--- config.mk ---
export PLATFORM = sky130hd
export DESIGN_NAME = dstt_timer
export DESIGN_NICKNAME = d
export VERILOG_FILES = /design/src/verilog/dstt_counter8.v /design/src/verilog/dstt_timer.v
export VERILOG_INCLUDE_DIRS = /design/src /design/src/verilog
export SDC_FILE = /design/constraint.sdc
export NUM_CORES = 1
export LEC_CHECK = 0
export BUFFER_PORTS_ARGS = -buffer_cell sky130_fd_sc_hd__buf_2
export CORE_MARGIN = 2
export CORE_UTILIZATION = 55
export CTS_CLUSTER_DIAMETER = 150
export DETAILED_ROUTE_END_ITERATION = 8
export PLACE_DENSITY = 0.78
export SKIP_LAST_GASP = 1
export SLEW_MARGIN = 10
export SYNTH_ARGS = -nofsm -noshare
export SYNTH_HDL_FRONTEND = slang
export SYNTH_SLANG_ARGS = --single-unit
export TNS_END_PERCENT = 50
--- constraint.sdc ---
create_clock -name ref_clk -period 3.14 [get_ports ref_clk]
set_input_delay 0.628 -clock ref_clk [delete_from_list [all_inputs] [get_ports ref_clk]]
set_output_delay 0.628 -clock ref_clk [all_outputs]
set_load 0.02 [all_outputs]
--- src/verilog/dstt_defs.vh ---
// constants for the dual stage tick timer: byte offsets, field positions,
// divider tap base and reset values; included by the timer files
`ifndef DSTT_DEFS_VH
`define DSTT_DEFS_VH

`define DSTT_ADDR_W 8
`define DSTT_DATA_W 8

`define DSTT_OFS_TICK_CONTROL 8'h40
`define DSTT_OFS_FIRST_COUNT 8'h46
`define DSTT_OFS_SECOND_COUNT 8'h47
`define DSTT_OFS_IRQ_ENABLE_TWO 8'h01
`define DSTT_OFS_IRQ_FLAG_TWO 8'h03

`define DSTT_CTL_IP_LSB 0
`define DSTT_CTL_IP_MSB 2
`define DSTT_CTL_FRFQ_LSB 3
`define DSTT_CTL_FRFQ_MSB 4
`define DSTT_CTL_DIV_BIT 5
`define DSTT_CTL_HOLD_BIT 6
`define DSTT_CTL_SSEL_BIT 7

`define DSTT_IRQ_BIT 7

`define DSTT_CTL_RESET 8'h00
`define DSTT_COUNT_RESET 8'h00
`define DSTT_COUNT_MAX 8'hff

`define DSTT_FRAME_TAP_BASE 4

`endif

--- src/verilog/dstt_counter8.v ---
// one 8-bit up counter stage with software load
// assumes inc_en is a one-cycle enable on ref_clk; a load wins over a count
`timescale 1ns/1ps
`include "dstt_defs.vh"

module dstt_counter8 (
    input wire ref_clk,
    input wire nrst,
    input wire inc_en,
    input wire load_en,
    input wire [7:0] load_data,
    output wire [7:0] count,
    output wire [7:0] count_inc,
    output wire carry
);

    reg [7:0] count_reg;
    reg [7:0] count_next;

    assign count = count_reg;
    assign count_inc = count_reg + 8'h01;
    // wrap from all ones, only when the stage really steps
    assign carry = inc_en && !load_en && (count_reg == `DSTT_COUNT_MAX);

    always @* begin
        count_next = count_reg;
        if (load_en) begin
            count_next = load_data;
        end else if (inc_en) begin
            count_next = count_inc;
        end
    end

    // no defined power-up value is promised to software; zero is chosen
    always @(posedge ref_clk or negedge nrst) begin
        if (!nrst) begin
            count_reg <= `DSTT_COUNT_RESET;
        end else begin
            count_reg <= count_next;
        end
    end

endmodule

--- src/verilog/dstt_timer.v ---
// dual stage tick timer: two chained 8-bit counters, frame clock and tick flag
// assumes aclk_pin and mclk_pin are slow compared to ref_clk (below 50 MHz),
// and a byte-wide register port driven by logic on ref_clk
//
// Overview of operation
// - two 8-bit counters or one 16-bit chain
// - interval code 0..7 gives /2,/2,/8../256
// - interval code picks one second counter bit
// - frame code picks aclk /32,/64,/128,/256
// - first counter divides aclk, feeds frame clock
// - first counter msb can clock second counter
// - software reads and writes first counter
// - software reads and writes second counter
// - ssel/div choose aclk, aclk/256, mclk source
// - cascade bit chains counters on aclk
// - 8-bit mode first counter always counts aclk
// - hold stops second; both bits stop first
// - register access works regardless of hold
// - pending flag clears when interrupt accepted
// - enable clears at reset; gated by global enable
`timescale 1ns/1ps
`include "dstt_defs.vh"

module dstt_timer (
    input wire ref_clk,
    input wire nrst,
    input wire aclk_pin,
    input wire mclk_pin,
    input wire [7:0] reg_addr,
    input wire [7:0] reg_wdata,
    input wire reg_wr,
    input wire reg_rd,
    output wire [7:0] reg_rdata,
    output wire reg_hit,
    input wire global_irq_enable,
    input wire irq_ack,
    output wire irq_req,
    output wire tick_irq_flag,
    output wire tick_irq_enable,
    output wire frame_clock,
    output wire second_stage_clock
);

    // clock source states of the second stage, one-hot
    localparam [3:0] SRC_ACLK = 4'b0001;
    localparam [3:0] SRC_DIV256 = 4'b0010;
    localparam [3:0] SRC_MCLK = 4'b0100;
    localparam [3:0] SRC_CHAIN = 4'b1000;

    // interval code to second counter bit index
    function [2:0] interval_tap;
        input [2:0] code;
        begin
            case (code)
                3'h0: interval_tap = 3'h0;
                3'h1: interval_tap = 3'h0;
                3'h2: interval_tap = 3'h2;
                3'h3: interval_tap = 3'h3;
                3'h4: interval_tap = 3'h4;
                3'h5: interval_tap = 3'h5;
                3'h6: interval_tap = 3'h6;
                3'h7: interval_tap = 3'h7;
                default: interval_tap = 3'h0;
            endcase
        end
    endfunction

    // address decode, shared by the write and read paths
    function is_addr;
        input [7:0] addr;
        input [7:0] ofs;
        begin
            is_addr = (addr == ofs);
        end
    endfunction

    // ------------------------------------------------------------------
    // pin synchronisers; stage one feeds only stage two
    // ------------------------------------------------------------------
    reg [1:0] aclk_sync_reg;
    reg [1:0] mclk_sync_reg;
    reg aclk_last_reg;
    reg mclk_last_reg;
    wire aclk_tick;
    wire mclk_tick;

    always @(posedge ref_clk or negedge nrst) begin
        if (!nrst) begin
            aclk_sync_reg <= 2'b00;
            mclk_sync_reg <= 2'b00;
            aclk_last_reg <= 1'b0;
            mclk_last_reg <= 1'b0;
        end else begin
            aclk_sync_reg <= {aclk_sync_reg[0], aclk_pin};
            mclk_sync_reg <= {mclk_sync_reg[0], mclk_pin};
            aclk_last_reg <= aclk_sync_reg[1];
            mclk_last_reg <= mclk_sync_reg[1];
        end
    end

    // rising edges of the slow clocks become one-cycle enables
    assign aclk_tick = aclk_sync_reg[1] && !aclk_last_reg;
    assign mclk_tick = mclk_sync_reg[1] && !mclk_last_reg;

    // ------------------------------------------------------------------
    // register write strobes
    // ------------------------------------------------------------------
    wire wr_ctl;
    wire wr_cnt1;
    wire wr_cnt2;
    wire wr_ie2;
    wire wr_irq_flag_reg_two;

    // no hold gating here: access is always possible
    assign wr_ctl = reg_wr && is_addr(reg_addr, `DSTT_OFS_TICK_CONTROL);
    assign wr_cnt1 = reg_wr && is_addr(reg_addr, `DSTT_OFS_FIRST_COUNT);
    assign wr_cnt2 = reg_wr && is_addr(reg_addr, `DSTT_OFS_SECOND_COUNT);
    assign wr_ie2 = reg_wr && is_addr(reg_addr, `DSTT_OFS_IRQ_ENABLE_TWO);
    assign wr_irq_flag_reg_two = reg_wr && is_addr(reg_addr, `DSTT_OFS_IRQ_FLAG_TWO);

    // ------------------------------------------------------------------
    // control register
    // ------------------------------------------------------------------
    reg [7:0] tick_control_reg;
    wire [2:0] interval_code;
    wire [1:0] frame_code;
    wire cascade_sel;
    wire hold_sel;
    wire ssel_sel;

    // software must program this after power-up; zero only for determinism
    always @(posedge ref_clk or negedge nrst) begin
        if (!nrst) begin
            tick_control_reg <= `DSTT_CTL_RESET;
        end else if (wr_ctl) begin
            tick_control_reg <= reg_wdata;
        end
    end

    assign interval_code = tick_control_reg[`DSTT_CTL_IP_MSB:`DSTT_CTL_IP_LSB];
    assign frame_code = tick_control_reg[`DSTT_CTL_FRFQ_MSB:`DSTT_CTL_FRFQ_LSB];
    assign cascade_sel = tick_control_reg[`DSTT_CTL_DIV_BIT];
    assign hold_sel = tick_control_reg[`DSTT_CTL_HOLD_BIT];
    assign ssel_sel = tick_control_reg[`DSTT_CTL_SSEL_BIT];

    // ------------------------------------------------------------------
    // first stage: divides aclk
    // ------------------------------------------------------------------
    wire first_inc;
    wire [7:0] first_count;
    wire first_carry;

    // stops only with hold and cascade together
    assign first_inc = aclk_tick && !(hold_sel && cascade_sel);

    dstt_counter8 u_first (
        .ref_clk(ref_clk),
        .nrst(nrst),
        .inc_en(first_inc),
        .load_en(wr_cnt1),
        .load_data(reg_wdata),
        .count(first_count),
        .count_inc(),
        .carry(first_carry)
    );

    // ------------------------------------------------------------------
    // second stage clock source
    // ------------------------------------------------------------------
    reg [3:0] src_state;
    reg second_src_tick;

    always @* begin
        case ({ssel_sel, cascade_sel})
            2'b00: src_state = SRC_ACLK;
            2'b01: src_state = SRC_CHAIN;
            2'b10: src_state = SRC_MCLK;
            2'b11: src_state = SRC_DIV256;
            default: src_state = SRC_ACLK;
        endcase
    end

    // msb falling edge of the first stage is the aclk/256 step; using the
    // carry keeps it exact even after software reloads the first stage
    always @* begin
        case (src_state)
            SRC_ACLK: second_src_tick = aclk_tick;
            SRC_DIV256: second_src_tick = first_carry;
            SRC_MCLK: second_src_tick = mclk_tick;
            SRC_CHAIN: second_src_tick = first_carry;
            default: second_src_tick = 1'b0;
        endcase
    end

    // ------------------------------------------------------------------
    // second stage
    // ------------------------------------------------------------------
    wire second_inc;
    wire [7:0] second_count;
    wire [7:0] second_count_inc;

    assign second_inc = second_src_tick && !hold_sel;

    dstt_counter8 u_second (
        .ref_clk(ref_clk),
        .nrst(nrst),
        .inc_en(second_inc),
        .load_en(wr_cnt2),
        .load_data(reg_wdata),
        .count(second_count),
        .count_inc(second_count_inc),
        .carry()
    );

    // ------------------------------------------------------------------
    // tick event from the selected second stage bit
    // ------------------------------------------------------------------
    wire [2:0] tap_sel;
    wire tap_now;
    wire tap_after;
    wire tick_event;

    assign tap_sel = interval_tap(interval_code);
    assign tap_now = second_count[tap_sel];
    assign tap_after = second_count_inc[tap_sel];

    // only a counting step that raises the bit counts; software loads
    // never raise a tick, so one flag per full period of the bit
    assign tick_event = second_inc && !wr_cnt2 && !tap_now && tap_after;

    // ------------------------------------------------------------------
    // frame clock: one of four first stage bits
    // ------------------------------------------------------------------
    reg frame_clock_reg;
    wire [2:0] frame_tap;
    wire [31:0] frame_tap_sum;

    // tap index never exceeds 7, so the low three bits are the whole value
    assign frame_tap_sum = `DSTT_FRAME_TAP_BASE + {1'b0, frame_code};
    assign frame_tap = frame_tap_sum[2:0];

    always @(posedge ref_clk or negedge nrst) begin
        if (!nrst) begin
            frame_clock_reg <= 1'b0;
        end else begin
            frame_clock_reg <= first_count[frame_tap];
        end
    end

    assign frame_clock = frame_clock_reg;

    // registered copy of the second stage step: the chosen source step gated by hold
    reg second_clk_reg;

    always @(posedge ref_clk or negedge nrst) begin
        if (!nrst) begin
            second_clk_reg <= 1'b0;
        end else begin
            second_clk_reg <= second_inc;
        end
    end

    assign second_stage_clock = second_clk_reg;

    // ------------------------------------------------------------------
    // interrupt flag and enable
    // ------------------------------------------------------------------
    reg flag_reg;
    reg flag_next;
    reg enable_reg;

    // hardware set beats an accept or a software clear in the same cycle
    always @* begin
        flag_next = flag_reg;
        if (irq_ack) begin
            flag_next = 1'b0;
        end
        if (wr_irq_flag_reg_two) begin
            flag_next = reg_wdata[`DSTT_IRQ_BIT];
        end
        if (tick_event) begin
            flag_next = 1'b1;
        end
    end

    always @(posedge ref_clk or negedge nrst) begin
        if (!nrst) begin
            flag_reg <= 1'b0;
        end else begin
            flag_reg <= flag_next;
        end
    end

    always @(posedge ref_clk or negedge nrst) begin
        if (!nrst) begin
            enable_reg <= 1'b0;
        end else if (wr_ie2) begin
            enable_reg <= reg_wdata[`DSTT_IRQ_BIT];
        end
    end

    assign tick_irq_flag = flag_reg;
    assign tick_irq_enable = enable_reg;
    assign irq_req = flag_reg && enable_reg && global_irq_enable;

    // ------------------------------------------------------------------
    // read path: byte wide, registered, unmapped reads give zero
    // ------------------------------------------------------------------
    reg [7:0] rdata_reg;
    reg [7:0] rdata_next;
    reg hit_reg;
    reg hit_next;

    // counters step on ref_clk enables, so a read always sees a whole value
    always @* begin
        rdata_next = 8'h00;
        hit_next = 1'b1;
        case (1'b1)
            is_addr(reg_addr, `DSTT_OFS_TICK_CONTROL): rdata_next = tick_control_reg;
            is_addr(reg_addr, `DSTT_OFS_FIRST_COUNT): rdata_next = first_count;
            is_addr(reg_addr, `DSTT_OFS_SECOND_COUNT): rdata_next = second_count;
            is_addr(reg_addr, `DSTT_OFS_IRQ_ENABLE_TWO): rdata_next = {enable_reg, 7'h00};
            is_addr(reg_addr, `DSTT_OFS_IRQ_FLAG_TWO): rdata_next = {flag_reg, 7'h00};
            default: hit_next = 1'b0;
        endcase
    end

    always @(posedge ref_clk or negedge nrst) begin
        if (!nrst) begin
            rdata_reg <= 8'h00;
            hit_reg <= 1'b0;
        end else if (reg_rd) begin
            rdata_reg <= rdata_next;
            hit_reg <= hit_next;
        end
    end

    assign reg_rdata = rdata_reg;
    assign reg_hit = hit_reg;

endmodule

==> flow_metrics.env <==
export IMPL_status="finished, final reports clean"
export IMPL_nets=278
export IMPL_finalPower_mw=1.57
export IMPL_core_um2=3940
export IMPL_syn_inst=213
export IMPL_power_leakage_nw=1.14
export IMPL_drtPass1Iterations=4
export IMPL_clk_pin_slew_ns=0.08
export IMPL_row_count=23
export IMPL_path_cells="buf_2 -> nor4_4 -> nand4_4 -> a31o_1 -> and2b_1 -> xnor2_1 -> a21oi_1"
export IMPL_postSynthAreaPerCell_um2=10.4
export IMPL_first_global_vias=1606
export IMPL_yosys_area_share_simple=0.201
export IMPL_max_slew_margin_rel=0.375
export IMPL_drtIter0Drc=193
export IMPL_clock_skew_ns=0.00637
export IMPL_seqPwrFrac=0.529
export IMPL_cp_slowest_stage_delay_ns=0.47
export IMPL_muxShareOfSynthArea=0.0965
export IMPL_clkSinkCount=43
export IMPL_critPathKind="in2reg"
export IMPL_die_w_um=67.5
export IMPL_initial_core_util=0.562
export IMPL_worstPathRequired_ns=3.30
export IMPL_synth_compound_area_frac=0.126
export IMPL_synthesis_nets=239
export IMPL_dieHeight_um=67.5
export IMPL_cts_tree="yes"
export IMPL_peakVddDrop_mv=0.331
export IMPL_synthTopCellsByArea="dfrtp_1, mux2_2, a21oi_1, nor2_1, nand2_1"
export IMPL_overflow=0
export IMPL_yosys_area_share_adder=0.0113
export IMPL_grt_pass1_wl_um=7910
export IMPL_area_growth_pct=14.0
export IMPL_p_per_area_nw_per_um2=621
export IMPL_io_pins=38
export IMPL_cts_resized=0
export IMPL_cts_made_buffers=5
export IMPL_hold_path_class="reg2reg"
export IMPL_clock_tree_buffer_depth=2
export IMPL_wl_per_cell_um=15.9
export IMPL_reg2reg_depth=6
export IMPL_seq_area_frac_synth=0.485
export IMPL_route_detailed_drc=0
export IMPL_r2r_slack_ns=0.99
export IMPL_antenna_found_initial=0
export IMPL_die_area_um2=4550
export IMPL_synth_xor_area_frac=0.0632
export IMPL_layout_drive_gt1_share=0.266
export IMPL_synth_top_family_by_area="simple AND/OR/NAND/NOR gates"
export IMPL_cts_setup_buffers=0
export IMPL_fill_cells=337
export IMPL_whs_path_depth=0
export IMPL_yosysTopAreaCell="dfrtp_1"
export IMPL_drtAntennaViolNets=0
export IMPL_drt_total_wl_um=4810
export IMPL_comb_power_share=0.244
export IMPL_p_int_mw=1.05
export IMPL_yosysWarnings=0
export IMPL_swShare=0.331
export IMPL_htreeDepth=2
export IMPL_power_switching_uw=520
export IMPL_ys_types=45
export IMPL_cp_arrival_ns=2.41
export IMPL_startpoint_type="input pin"
export IMPL_grt_max_degree=44
export IMPL_gp_congestion=0.915
export IMPL_fmax_mhz=444
export IMPL_final_setup_viol_count=0
export IMPL_drv_cap=0
export IMPL_setup_tns_ns=0
export IMPL_port_buffer_count=37
export IMPL_dp_hpwl_um=3450
export IMPL_grt_usage=0.238
export IMPL_antenna_cells=0
export IMPL_rsz0062_at_grt="no"
export IMPL_num_vias=1744
export IMPL_postCtsHoldBufs=0
export IMPL_ys_ff_latch=43
export IMPL_final_max_slew_viol_count=0
export IMPL_avgViaCountPerCell=5.77
export IMPL_period_needed_ns=2.25
export IMPL_clockRootBuffer="clkbuf_8"
export IMPL_hold_viol_final=0
export IMPL_crit_path_end_kind="flip-flop"
export IMPL_fin_crit_sh=0.717
export IMPL_netlist_area_um2=2220
export IMPL_worst_pin_slew_ns=0.938
export IMPL_critPathMaxFanout=17
export IMPL_power_share_clock=0.227
export IMPL_slowest_stage="a31o_1"
export IMPL_synth_top_area_frac=0.485
export IMPL_worstSkewPairLatency_ns=0.30
## final cells by class
type                            count  area, um2  share of cell area
Tap cell                           50       62.6              0.0248
Multi-Input combinational cell    163       1100               0.437
Timing Repair Buffer               38        193              0.0762
Clock inverter                      1       5.00             0.00198
Inverter                            1       3.75             0.00149
Sequential cell                    43       1080               0.426
Clock buffer                        6       82.6              0.0327
## path summary, 6_finish.rpt
path                                              endpoint                             from
max                          u_second.count[3]$_DFFE_PN0P_                      reg_addr[3]
min                             mclk_sync_reg[1]$_DFF_PN0_       mclk_sync_reg[0]$_DFF_PN0_
max reg2reg                  u_second.count[4]$_DFFE_PN0P_  tick_control_reg[7]$_DFFE_PN0P_
min reg2reg                     mclk_sync_reg[1]$_DFF_PN0_       mclk_sync_reg[0]$_DFF_PN0_
max in group asynchronous  tick_control_reg[7]$_DFFE_PN0P_                             nrst
min in group asynchronous         reg_rdata[4]$_DFFE_PN0P_                             nrst
## logic make-up after synthesis
| family | after synthesis |
|---|---|
| xor+xnor | 16 |
| mux | 17 |
| simple gates | 83 |
| compound gates | 45 |
| buf+inv | 7 |
| flops | 43 |
| fa+ha+maj | 2 |
## power by group through the flow
stage / clock [mW] / sequential [mW] / combinational [mW]
2_1_floorplan: 0 / 0.818 / 0.270
3_3_place_gp: 0 / 0.831 / 0.372
3_5_place_dp: 0 / 0.836 / 0.383
4_1_cts: 0.361 / 0.826 / 0.386
5_1_grt: 0.385 / 0.848 / 0.435
6_report: 0.357 / 0.830 / 0.383
## metrics by stage
step	cells	hold slack [ns]	setup slack, ns	cell area [um2]	util
2_1_floorplan	213	0.331	1.11	2220	-
4_1_cts	302	0.362	0.916	2530	0.641
3_3_place_gp	295	0.335	0.688	2440	0.619
6_report	302	0.358	0.887	2530	0.641
3_5_place_dp	295	0.344	0.602	2440	0.619
5_1_grt	302	0.370	0.753	2530	0.641
## synth_stat cells
master	instances
o2111ai_1	1
nand2_4	1
buf_6	1
nand2_2	1
and4_1	1
nor3_1	1
nor4_4	1
o311ai_0	1
xnor2_1	8
nand4_4	1
mux4_2	2
and2b_1	1
nand4_1	1
a22oi_1	6
a221oi_1	1
buf_2	2
nor4_1	1
mux2i_1	3
a222oi_1	1
xor2_1	8
nor2_1	28
dfrtp_1	43
clkbuf_1	2
mux2_2	11
and4b_1	1
a31o_1	1
ha_1	2
nor2b_1	2
nand3b_1	1
or3b_2	2
o32a_1	1
o21ai_0	2
buf_1	1
a211oi_1	2
and3_1	5
nor3_4	1
nor2_2	1
inv_1	1
nand2b_1	3
mux2_4	1
and2_1	2
nand3_1	8
a31oi_1	7
a21oi_1	22
nand2_1	20
## metal layers
metal,vias to the layer above,track usage,share of wire
li1,845,-,-
met5,-,0,0
met4,0,0.0765,0.015
met2,57,0.375,0.47
met3,8,0.0500,0.050
met1,834,0.329,0.46
## worst max-delay path: cells and delay by family
kind | cells | cell delay, ns
AND/OR/NAND/NOR | 3 | 0.95
AO/OA/AOI/OAI | 2 | 0.55
XOR/XNOR | 1 | 0.14
buffers and inverters | 1 | 0.12
## layout by cell type (no fill, tap or decap), drive strengths merged
master and count:
nand2 22, xor2 8, a221oi 1, o32a 1, o311ai 1, dfrtp 43
buf 38, a21oi 22, mux2 12, xnor2 8, nand3 8, clkinv 1
nand4 2, inv 1, mux4 2, o2111ai 1, nor2b 2, a211oi 2
and4b 1, nand2b 3, ha 2, and4 1, nor3 2, nand3b 1
a31o 1, nor2 29, clkbuf 6, or3b 2, and2b 1, nor4 2
o21ai 2, and2 2, mux2i 3, a222oi 1, and3 5, a22oi 6
a31oi 7
No activity file was read; power rests on OpenSTA's default activity.
